===== config.mk =====
export PLATFORM = sky130hd
export DESIGN_NAME = sie_iic_chan
export DESIGN_NICKNAME = d
export VERILOG_FILES = /design/src/design/sie_pkg.sv /design/src/design/sie_iic_chan.sv /design/src/design/sie_prescaler.sv
export SDC_FILE = /design/constraint.sdc
export NUM_CORES = 1
export LEC_CHECK = 0
export BUFFER_PORTS_ARGS = -buffer_cell sky130_fd_sc_hd__buf_2
export CAP_MARGIN = 15
export CORE_MARGIN = 5
export CORE_UTILIZATION = 35
export CTS_CLUSTER_SIZE = 14
export DETAILED_ROUTE_END_ITERATION = 10
export PLACE_DENSITY_LB_ADDON = 0.25
export SLEW_MARGIN = 30
export SYNTH_ARGS = -nofsm -noshare
export SYNTH_HDL_FRONTEND = slang
export SYNTH_SLANG_ARGS = --single-unit

===== constraint.sdc =====
create_clock -name I_REF_CLK -period 2.5 [get_ports I_REF_CLK]
set_clock_uncertainty 0.1 [all_clocks]
set_input_delay 0.5 -clock I_REF_CLK [delete_from_list [all_inputs] [get_ports I_REF_CLK]]
set_output_delay 0.5 -clock I_REF_CLK [all_outputs]
set_load 0.01 [all_outputs]

===== src/design/sie_pkg.sv =====
// Package for the simplified two-wire master channel: field layout, reset values,
// state encoding. Assumes a single clock domain and plain-port control.
package sie_pkg;

   // ==========================================================================
   // Field layout
   localparam int         NUM_CH        = 4;
   localparam int         DIV_MSB       = 15;
   localparam int         DIV_LSB       = 9;
   localparam int         DIV_W         = 7;
   localparam int         PRS_W         = 4;
   localparam int         ERR_W         = 2;
   localparam int         ERR_OVF_BIT   = 0;
   localparam int         ERR_NACK_BIT  = 1;
   localparam int         STOP_ALL_W    = 16;
   localparam logic [15:0] STOP_ALL     = 16'h000F;

   // ==========================================================================
   // Reset values
   localparam logic [7:0] DATA_RST      = 8'h00;
   localparam logic [7:0] SCNT_RST      = 8'h00;
   localparam logic [3:0] BITCNT_RST    = 4'h0;

   // ==========================================================================
   // States
   typedef enum logic [2:0] {
      SIE_IDLE  = 3'b000,
      SIE_START = 3'b001,
      SIE_BIT   = 3'b011,
      SIE_ACK   = 3'b010,
      SIE_STOP  = 3'b110
   } sie_state_t;

endpackage : sie_pkg


===== src/design/sie_iic_chan.sv =====
// Simplified two-wire master channel with error recovery and start/stop control.
// Assumes host software drives the control ports and a slave sits on the bus.
// Summary of operation
// - Serial clock has equal low and high, except the longer start and restart highs
// - Reading data clears buffer-full flag
// - Status shows overflow or missing acknowledge
// - Writing ones clears matching error flags
// - Stop bit clears enable status, halts
// - Missing acknowledge is an error
// - Start bit without stop sets enable status, resumes
// - Rate is running clock over 2(div+1)
// - Running clock from one of two prescalers
`timescale 1ns/1ps
module sie_iic_chan
   import sie_pkg::*;
(
   input  wire logic             I_REF_CLK,
   input  wire logic             I_RST_N,
   input  wire logic [PRS_W-1:0] I_PRS0,
   input  wire logic [PRS_W-1:0] I_PRS1,
   input  wire logic             I_PRS_CHOICE,
   input  wire logic             I_START,
   input  wire logic             I_STOP,
   input  wire logic [15:0]      I_DATA_WR,
   input  wire logic             I_DATA_WR_STB,
   input  wire logic             I_DATA_RD_STB,
   input  wire logic             I_READ_MODE,
   input  wire logic             I_SEND_STOP,
   input  wire logic [ERR_W-1:0] I_FLAG_CLR,
   input  wire logic             I_FLAG_CLR_STB,
   input  wire logic             I_SDA_IN,
   output logic                  O_SCL,
   output logic                  O_SDA_OUT,
   output logic                  O_SDA_OE_N,
   output logic                  O_ENABLE,
   output logic                  O_BUSY,
   output logic                  O_BUFFER_FULL,
   output logic [ERR_W-1:0]      O_ERR_STATUS,
   output logic [7:0]            O_RX_DATA
);
   // ==========================================================================
   // Running clock
   logic tick0;
   logic tick1;
   logic mck_tick;

   sie_prescaler u_prs0 (.i_clk(I_REF_CLK), .i_rst_n(I_RST_N), .i_sel(I_PRS0),
                         .o_tick(tick0));
   sie_prescaler u_prs1 (.i_clk(I_REF_CLK), .i_rst_n(I_RST_N), .i_sel(I_PRS1),
                         .o_tick(tick1));
   assign mck_tick = I_PRS_CHOICE ? tick1 : tick0;

   // ==========================================================================
   // SDA input sync: three stages, change accepted when last two agree
   logic sda_s1_ff, sda_s2_ff, sda_s3_ff, sda_ff;
   logic nxt_sda;
   always_comb begin
      nxt_sda = (sda_s2_ff == sda_s3_ff) ? sda_s3_ff : sda_ff;
   end
   always_ff @(posedge I_REF_CLK) begin
      if (!I_RST_N) begin
         sda_s1_ff <= 1'b1;
         sda_s2_ff <= 1'b1;
         sda_s3_ff <= 1'b1;
         sda_ff    <= 1'b1;
      end else begin
         sda_s1_ff <= I_SDA_IN;
         sda_s2_ff <= sda_s1_ff;
         sda_s3_ff <= sda_s2_ff;
         sda_ff    <= nxt_sda;
      end
   end

   // ==========================================================================
   // Channel state
   sie_state_t       state_ff,  nxt_state;
   logic             en_ff,     nxt_en;
   logic [DIV_W-1:0] div_ff,    nxt_div;
   logic [DIV_W-1:0] hcnt_ff,   nxt_hcnt;
   logic             phase_ff,  nxt_phase;
   logic             scl_ff,    nxt_scl;
   logic             sda_o_ff,  nxt_sda_o;
   logic             oe_n_ff,   nxt_oe_n;
   logic [3:0]       bit_ff,    nxt_bit;
   logic [7:0]       shift_ff,  nxt_shift;
   logic [7:0]       rx_ff,     nxt_rx;
   logic             bff_ff,    nxt_bff;
   logic [ERR_W-1:0] err_ff,    nxt_err;
   logic             rd_ff,     nxt_rd;
   logic             stop_ff,   nxt_stopq;
   logic             busy_ff,   nxt_busy;
   logic             half_end;
   logic             ovf_ev, nack_ev;

   // Half period lasts div+1 running-clock ticks, low and high alike
   assign half_end = mck_tick && (hcnt_ff == div_ff);

   always_comb begin
      nxt_state = state_ff;
      nxt_en    = en_ff;
      nxt_div   = div_ff;
      nxt_hcnt  = hcnt_ff;
      nxt_phase = phase_ff;
      nxt_scl   = scl_ff;
      nxt_sda_o = sda_o_ff;
      nxt_oe_n  = oe_n_ff;
      nxt_bit   = bit_ff;
      nxt_shift = shift_ff;
      nxt_rx    = rx_ff;
      nxt_bff   = bff_ff;
      nxt_rd    = rd_ff;
      nxt_stopq = stop_ff;
      ovf_ev    = 1'b0;
      nack_ev   = 1'b0;

      if (I_START) begin
         nxt_en = 1'b1;
      end
      if (I_STOP) begin
         nxt_en    = 1'b0;
         nxt_state = SIE_IDLE;
         nxt_scl   = 1'b1;
         nxt_oe_n  = 1'b1;
      end

      if (mck_tick && state_ff != SIE_IDLE) begin
         nxt_hcnt = half_end ? 7'h00 : 7'(hcnt_ff + 7'h01);
      end

      if (I_DATA_RD_STB) begin
         nxt_bff = 1'b0;
      end

      if (en_ff && !I_STOP) begin
         case (state_ff)
            SIE_IDLE: begin
               if (I_DATA_WR_STB && I_DATA_WR[DIV_MSB:DIV_LSB] != 7'h00) begin
                  nxt_div   = I_DATA_WR[DIV_MSB:DIV_LSB];
                  nxt_shift = I_DATA_WR[7:0];
                  nxt_rd    = I_READ_MODE;
                  nxt_stopq = I_SEND_STOP;
                  nxt_bit   = BITCNT_RST;
                  nxt_hcnt  = 7'h00;
                  nxt_phase = 1'b0;
                  nxt_state = SIE_START;
               end
            end
            SIE_START: begin
               // Bus kept low after a byte without stop: raise SCL first for a restart
               if (half_end) begin
                  if (!scl_ff) begin
                     nxt_scl   = 1'b1;
                  end else if (!phase_ff) begin
                     nxt_sda_o = 1'b0;
                     nxt_oe_n  = 1'b0;
                     nxt_phase = 1'b1;
                  end else begin
                     // First bit set up while SCL is low, never on its rising edge
                     nxt_scl   = 1'b0;
                     nxt_phase = 1'b0;
                     nxt_sda_o = rd_ff ? 1'b1 : shift_ff[7];
                     nxt_oe_n  = rd_ff;
                     nxt_state = SIE_BIT;
                  end
               end
            end
            SIE_BIT: begin
               if (half_end) begin
                  if (!phase_ff) begin
                     nxt_scl   = 1'b1;
                     nxt_phase = 1'b1;
                  end else begin
                     nxt_scl   = 1'b0;
                     nxt_phase = 1'b0;
                     nxt_shift = {shift_ff[6:0], sda_ff};
                     nxt_sda_o = shift_ff[6];
                     nxt_bit   = 4'(bit_ff + 4'h1);
                     if (bit_ff == 4'h7) begin
                        nxt_state = SIE_ACK;
                        nxt_sda_o = 1'b0;
                        nxt_oe_n  = !rd_ff;
                     end
                  end
               end
            end
            SIE_ACK: begin
               if (half_end) begin
                  if (!phase_ff) begin
                     nxt_scl   = 1'b1;
                     nxt_phase = 1'b1;
                  end else begin
                     nxt_scl   = 1'b0;
                     nxt_phase = 1'b0;
                     // SDA low ahead of a stop, released when the bus is kept for a restart
                     nxt_oe_n  = !stop_ff;
                     nxt_sda_o = !stop_ff;
                     nxt_state = stop_ff ? SIE_STOP : SIE_IDLE;
                     if (rd_ff) begin
                        nxt_rx  = shift_ff;
                        nxt_bff = 1'b1;
                        ovf_ev  = bff_ff && !I_DATA_RD_STB;
                     end else if (sda_ff) begin
                        nack_ev = 1'b1;
                     end
                  end
               end
            end
            SIE_STOP: begin
               if (half_end) begin
                  if (!phase_ff) begin
                     nxt_scl   = 1'b1;
                     nxt_phase = 1'b1;
                  end else begin
                     nxt_oe_n  = 1'b1;
                     nxt_sda_o = 1'b1;
                     nxt_phase = 1'b0;
                     nxt_state = SIE_IDLE;
                  end
               end
            end
            default: nxt_state = SIE_IDLE;
         endcase
      end

      // Set wins over clear so a coincident error is never lost
      nxt_err = err_ff;
      if (I_FLAG_CLR_STB) begin
         nxt_err = err_ff & ~I_FLAG_CLR;
      end
      if (ovf_ev) begin
         nxt_err[ERR_OVF_BIT] = 1'b1;
      end
      if (nack_ev) begin
         nxt_err[ERR_NACK_BIT] = 1'b1;
      end
      nxt_busy = (nxt_state != SIE_IDLE);
   end

   always_ff @(posedge I_REF_CLK) begin
      if (!I_RST_N) begin
         state_ff <= SIE_IDLE;
         en_ff    <= 1'b0;
         div_ff   <= 7'h01;
         hcnt_ff  <= 7'h00;
         phase_ff <= 1'b0;
         scl_ff   <= 1'b1;
         sda_o_ff <= 1'b1;
         oe_n_ff  <= 1'b1;
         bit_ff   <= BITCNT_RST;
         shift_ff <= DATA_RST;
         rx_ff    <= DATA_RST;
         bff_ff   <= 1'b0;
         err_ff   <= 2'h0;
         rd_ff    <= 1'b0;
         stop_ff  <= 1'b0;
         busy_ff  <= 1'b0;
      end else begin
         state_ff <= nxt_state;
         en_ff    <= nxt_en;
         div_ff   <= nxt_div;
         hcnt_ff  <= nxt_hcnt;
         phase_ff <= nxt_phase;
         scl_ff   <= nxt_scl;
         sda_o_ff <= nxt_sda_o;
         oe_n_ff  <= nxt_oe_n;
         bit_ff   <= nxt_bit;
         shift_ff <= nxt_shift;
         rx_ff    <= nxt_rx;
         bff_ff   <= nxt_bff;
         err_ff   <= nxt_err;
         rd_ff    <= nxt_rd;
         stop_ff  <= nxt_stopq;
         busy_ff  <= nxt_busy;
      end
   end

   assign O_SCL         = scl_ff;
   assign O_SDA_OUT     = sda_o_ff;
   assign O_SDA_OE_N    = oe_n_ff;
   assign O_ENABLE      = en_ff;
   assign O_BUSY        = busy_ff;
   assign O_BUFFER_FULL = bff_ff;
   assign O_ERR_STATUS  = err_ff;
   assign O_RX_DATA     = rx_ff;
endmodule : sie_iic_chan


===== src/design/sie_prescaler.sv =====
// Prescaler, one instance per source in each channel: free-running power-of-two divider yielding one-cycle ticks.
// Assumes a synchronous active-low reset on the system clock.
`timescale 1ns/1ps
module sie_prescaler
   import sie_pkg::*;
(
   input  wire logic             i_clk,
   input  wire logic             i_rst_n,
   input  wire logic [PRS_W-1:0] i_sel,
   output logic                  o_tick
);
   logic [11:0] cnt_ff;
   logic [11:0] nxt_cnt;
   logic        tick_ff;
   logic        nxt_tick;

   always_comb begin
      logic [11:0] mask;
      mask     = 12'h000;
      nxt_cnt  = cnt_ff + 12'h001;
      if (i_sel > 4'hB) begin
         mask = 12'hFFF;
      end else begin
         mask = 12'(( 13'h0001 << i_sel ) - 13'h0001);
      end
      nxt_tick = (cnt_ff & mask) == mask;
   end

   always_ff @(posedge i_clk) begin
      if (!i_rst_n) begin
         cnt_ff  <= 12'h000;
         tick_ff <= 1'b0;
      end else begin
         cnt_ff  <= nxt_cnt;
         tick_ff <= nxt_tick;
      end
   end

   assign o_tick = tick_ff;
endmodule : sie_prescaler


==> out/metrics.csv, run 1 <==
stage;metric;value;unit
route;vias per cell;5.262;
die;die width;118.8;µm
clock_network;clock root cell;clkbuf_16;
timing;Setup violations, final;0;
setup_path;Max FO, Critical Path;7;
yosys;most frequent cell after synthesis;dfxtp_1;
pwr;worst vdd ir;0.3004;mV
setup_path;Setup Crit Path Kind;flop to flop;
layout;Net count, final;582;
placed_design;PortBufs;51;
setup_path;start point of the critical path;hcnt_ff[4]$_SDFF_PN0_;
layout;Antenna diodes;0;
yosys;area of the mapped netlist;4143;µm²
timing;Max Slew Vio Count;0;
yosys;ranking of synthesized cells by area;dfxtp_1 (38%), mux2i_1 (7.0%), xnor2_1 (4.7%);
die;die area;14110;µm²
setup_path;worst path arrival time;2.45;ns
yosys;syn_area_per_cell;8.437;µm²
setup_path;worst path cell trace;xor2_1 -> or4_4 -> or2_1 -> a2111oi_2 -> mux2i_1 -> nand2_1;
timing;Final Hold Viols;0;
route;DRC viols;0;
timing;max_slew headroom;0.6210;
setup_path;worst reg2reg startpoint;hcnt_ff[4]$_SDFF_PN0_;
layout;fill count;1143;
route;vias;3615;
layout;multi-input logic area;2429;µm²
die;Rows;39;
timing;Period minus WS final;2.335;ns
pwr;Static Leak;0.002106;µW
pwr;Overall Power;2696;µW
clock_network;CTS resizes;0;
layout;final core utilization;0.4221;
yosys;Yosys top cell area share;0.3769;
layout;post-route cell area;4861;µm²
clock_network;Max Root-Sink Buffers;2;
yosys;ys async rst share;0;
clock_network;CTS tree;yes;
hold_path;HP Start;I_SDA_IN;
yosys;Unique masters post-synth;65;
yosys;Post-synth EDFFs;0;
setup_path;CP peak stage delay;0.57;ns
clock_network;H-tree Lvls;3;
yosys;Yosys top cell by area;dfxtp_1;
setup_path;top cell family by delay on the critical path;simple AND/OR/NAND/NOR gates;
setup_path;critical path's slowest cell;or4_4;
die;Die Ht;118.8;µm
clock_network;Post-CTS Setup Repair Bufs;0;
clock_network;hold_buf cts;0;
timing;f_max;0.4282;GHz
setup_path;Worst Path Buf+Inv;0;
pwr;pwr/cell area;554.6;nW/µm²
route;WL per Instance;13.88;µm
route;Routed WL;9537;µm
placed_design;placed cell areas;4574;µm²
clock_network;clock sink total;78;
yosys;Mapped Cells;491;
timing;Least-Margin Pin Slew;0.5642;ns
clock_network;total CTS buffers;9;
timing;RSZ-0062 raised after global routing;false;
yosys;Yosys warnings;0;
placed_design;HPWL after DPL;6954;µm
die;io pins;53;
clock_network;Skew-Pair Late Insertion Delay;0.33;ns
placed_design;Routability Congestion;0.8727;
timing;period utilization;0.9342;
grt;initial antenna violation count;0;
layout;area grow syn2layout;17.34;%
yosys;sequential fraction of the synthesis area;0.3769;
hold_path;worst min path class;primary input to flop;
timing;hold slack final;0.2615;ns
grt;GRT overflow;0;
layout;sequential cell area;1562;µm²
setup_path;Req. time, crit path;2.61;ns
route;DRT Pass-1 Iters;5;
die;Initial Utilization;0.3597;
route;number of routed nets with antenna violations;0;
clock_network;Clock transition at path regs;0.06;ns
yosys;flops & latches, synth;78;
layout;layout cells sized above 1;0.1710;
die;area of the core;11520;µm²
outcome;status;completed;
setup_path;crit start category;flop;
timing;setup tns final;0;ns
yosys;Main synth FF type;dfxtp_1;
grt;GRT Total Usage;0.1393;
grt;first-pass GRT wire length;16510;µm
yosys;Syn Nets;534;
grt;vias in the first global route;3478;
grt;largest net degree at the start of global routing;36;
route;Initial DRC Count;272;
yosys;synth cell count leaders;dfxtp_1 (78), nand2_1 (44), nor2_1 (36);
setup_path;Critical Path Sink Type;flop;
job;Max Cap Viol;0;
cell families after synthesis:
logic type / count (synthesis) / share of synthesized area
muxes: 29 / 0.07007
AOI/OAI and AO/OA: 96 / 0.1598
and+or+nand+nor: 213 / 0.2703
xor gates and xnor gates: 31 / 0.06554
buffers and inverters: 37 / 0.03685
adders and majority gates: 7 / 0.02054
DFF: 78 / 0.3769
worst paths after layout:
kind / slack, ns / cells after the start / endpoint
worst min-delay path: 0.26 / 2 / sda_s1_ff$_SDFF_PN1_
worst max register to register: 0.16 / 6 / O_SDA_OUT$_SDFFE_PN1P_
worst max-delay path: 0.16 / 6 / O_SDA_OUT$_SDFFE_PN1P_
worst min register to register: 0.33 / 1 / sda_s2_ff$_SDFF_PN1_
metrics by stage:
step                worst slack (ns)  std cells
floorplan                     0.2242        491
global route                 0.04886        687
CTS                           0.1470        687
detailed placement           0.03242        671
finish                        0.1645        687
global placement             0.04369        671
layout make-up:
| cell class | count | area share |
|---|---|---|
| multi-input combinational | 376 | 0.4996 |
| tap | 143 | 0.03681 |
| inverter | 6 | 0.004633 |
| timing repair buffer | 68 | 0.07876 |
| clock inverter | 5 | 0.006950 |
| clock buffer | 11 | 0.05199 |
| sequential | 78 | 0.3212 |
cells in the final DEF (no fill, tap or decap), types with 7 or more instances in the layout:
cell	n
dfxtp_1	78
o21ai_0	26
xor2_1	9
o211a_1	7
nor3_1	12
and3_1	11
a21boi_0	8
nor2_1	36
nand3_1	32
xnor2_1	22
nand2b_1	8
buf_4	17
clkbuf_16	9
nand2_1	44
a21oi_1	15
mux2i_1	29
buf_2	51
and2_1	19
nor2b_1	24
power by group:
| group | total [µW] | leakage (µW) | switching, µW | internal (µW) |
|---|---|---|---|---|
| Clock | 1230 | 0.000138 | 501 | 724 |
| Combinational | 192 | 0.00134 | 104 | 87.7 |
| Sequential | 1280 | 0.000631 | 19.2 | 1260 |
| Total | 2700 | 0.00211 | 624 | 2070 |
state kept, by name, summed over array words and instances (netlist names), 2 cells and up:
| register | cells |
|---|---|
| O_ERR_STATUS | 2 |
| O_RX_DATA | 8 |
| bit_ff | 4 |
| div_ff | 7 |
| hcnt_ff | 7 |
| shift_ff | 8 |
| state_ff | 3 |
| u_prs0.cnt_ff | 12 |
| u_prs1.cnt_ff | 12 |
routing by layer:
metal	global-route usage	vias to the layer above	wire [µm]
li1	-	1833	-
met1	0.1937	1683	4629
met2	0.2124	92	4325
met3	0.03343	7	487
met4	0.04562	0	95
met5	0	-	0
No activity file was read; power rests on OpenSTA's default activity.
==> run 2: changes to the inputs <==
- CORE_MARGIN: 5 -> not set
- GPL_TIMING_DRIVEN: not set -> 0
==> out/metrics.csv, run 2 (synthesis results as in run 1) <==
stage;metric;value;unit
clock_network;Max Root-Sink Buffers;2;
timing;Max Slew Vio Count;0;
layout;most frequent cells in the layout;dfxtp_1 (78), buf_2 (52), nand2_1 (44);
die;area of the core;11470;µm²
route;Routed WL;9838;µm
layout;post-route cell area;4906;µm²
route;WL per Instance;14.05;µm
clock_network;total CTS buffers;9;
placed_design;post-place setup slack;-0.3225;ns
timing;max_slew headroom;0.6237;
hold_path;worst min path class;primary input to flop;
clock_network;Clock transition at path regs;0.07;ns
route;Initial DRC Count;144;
placed_design;HPWL after DPL;7286;µm
grt;largest net degree at the start of global routing;17;
setup_path;start point of the critical path;hcnt_ff[4]$_SDFF_PN0_;
die;Die Ht;110.8;µm
route;number of routed nets with antenna violations;0;
setup_path;Max FO, Critical Path;9;
pwr;sequential share of power;0.450;
clock_network;hold_buf cts;0;
timing;fin worst setup slack;0.1004;ns
timing;Least-Margin Pin Slew;0.5645;ns
timing;period utilization;0.9598;
layout;layout cells sized above 1;0.1508;
pwr;combinational power share;0.069;
grt;GRT Total Usage;0.1644;
timing;f_max;0.4167;GHz
placed_design;placed cell areas;4562;µm²
layout;Regs by FF count;u_prs0.cnt_ff (12), u_prs1.cnt_ff (12);
grt;vias in the first global route;3441;
die;io pins;53;
layout;Antenna diodes;0;
route;vias;3635;
pwr;Static Leak;0.002110;µW
layout;area grow syn2layout;18.42;%
clock_network;clock root cell;clkbuf_16;
layout;commonest non-fill, non-tap cell in the layout;dfxtp_1;
timing;Period minus WS final;2.400;ns
setup_path;worst path arrival time;2.49;ns
die;Initial Utilization;0.3613;
die;die width;110.8;µm
timing;Final Hold Viols;0;
die;Rows;39;
route;DRC viols;0;
pwr;Int Pwr;2143;µW
grt;initial antenna violation count;0;
outcome;status;completed;
setup_path;crit start category;flop;
clock_network;H-tree Lvls;3;
clock_network;Skew-Pair Late Insertion Delay;0.33;ns
pwr;switching share of power;0.2435;
setup_path;Critical Path Sink Type;flop;
placed_design;Routability Congestion;0.8249;
pwr;Overall Power;2833;µW
pwr;pwr/cell area;577.5;nW/µm²
route;DRT Pass-1 Iters;4;
setup_path;r2r setup slk;0.10;ns
placed_design;PortBufs;48;
timing;hold slack final;0.2523;ns
die;die area;12280;µm²
clock_network;CTS tree;yes;
setup_path;Setup Crit Path Kind;flop to flop;
job;Max Cap Viol;0;
layout;Net count, final;595;
timing;RSZ-0062 raised after global routing;false;
pwr;worst vdd ir;0.3308;mV
grt;first-pass GRT wire length;16730;µm
setup_path;worst reg2reg startpoint;hcnt_ff[4]$_SDFF_PN0_;
pwr;NetSw;690.0;µW
timing;Setup violations, final;0;
grt;GRT overflow;0;
hold_path;HP Start;I_SDA_IN;
clock_network;clock sink total;78;
pwr;clock power share;0.480;
route;vias per cell;5.193;
setup_path;Req. time, crit path;2.59;ns
==> run 2: changes by cell type in the layout (fill, tap and decap cells not counted), moves of 2 or more <==
cell | before | now
clkbuf_8 | 2 | 0
clkbuf_1 | 0 | 22
inv_8 | 0 | 3
clkinv_2 | 2 | 0
clkbuf_2 | 0 | 2
buf_4 | 17 | 4
==> run 2: routing by layer <==
| layer | track usage | vias up | share of wire |
|---|---|---|---|
| met5 | 0 | - | 0 |
| li1 | - | 1860 | - |
| met2 | 0.2621 | 64 | 0.46 |
| met1 | 0.2232 | 1707 | 0.50 |
| met3 | 0.03937 | 4 | 0.038 |
| met4 | 0.03911 | 0 | 0.0055 |
==> run 2: metrics by stage <==
step / utilization / TNS, ns / std cells
after detailed placement: 0.3978 / -5.516 / 682
after global placement: 0.3978 / -5.105 / 682
after CTS: 0.4272 / 0 / 701
after floorplan: - / 0 / 491
after global routing: 0.4278 / 0 / 700
final: 0.4278 / 0 / 700
==> run 2: worst max-delay path, cell delays in order, from the launching register on <==
cell and delay, ns:
dfxtp_1 0.35, xor2_1 0.16, or4_4 0.58, or2_1 0.26, buf_6 0.14, a2111oi_2 0.39, mux2i_1 0.22, nand2_1 0.07
==> run 2: layout make-up <==
type                    count  area, µm²
clock inverters             7      88.84
multi-input cells         376       2435
inverters                   6      22.52
repair buffers             51      262.8
fillers                  1151       6561
clock buffers               9      225.2
well taps                 143      178.9
plain buffers              30      131.4
flip-flops and latches     78       1562
==> run 2: power by group through the flow <==
stage,logic (µW),registers [µW],clock network (µW)
6_report,197,1280,1360
5_1_grt,223,1280,1450
4_1_cts,198,1280,1390
3_5_place_dp,195,1300,0
3_3_place_gp,191,1300,0
2_1_floorplan,126,1300,0
==> run 2: worst paths after layout <==
path / end / depth (start not counted)
hold reg to reg: sda_s2_ff$_SDFF_PN1_ / 1
setup / recovery: O_SDA_OUT$_SDFFE_PN1P_ / 7
setup reg to reg: O_SDA_OUT$_SDFFE_PN1P_ / 7
hold / removal: sda_s1_ff$_SDFF_PN1_ / 2
==> run 2: what timing repair did <==
item | 4_1_cts | 5_1_grt
pin swaps | 1 | 0
resized for setup | 0 | 8
hold endpoints to repair | 0 | 0
setup buffers | 3 | 0
setup endpoints to repair | 15 | 12
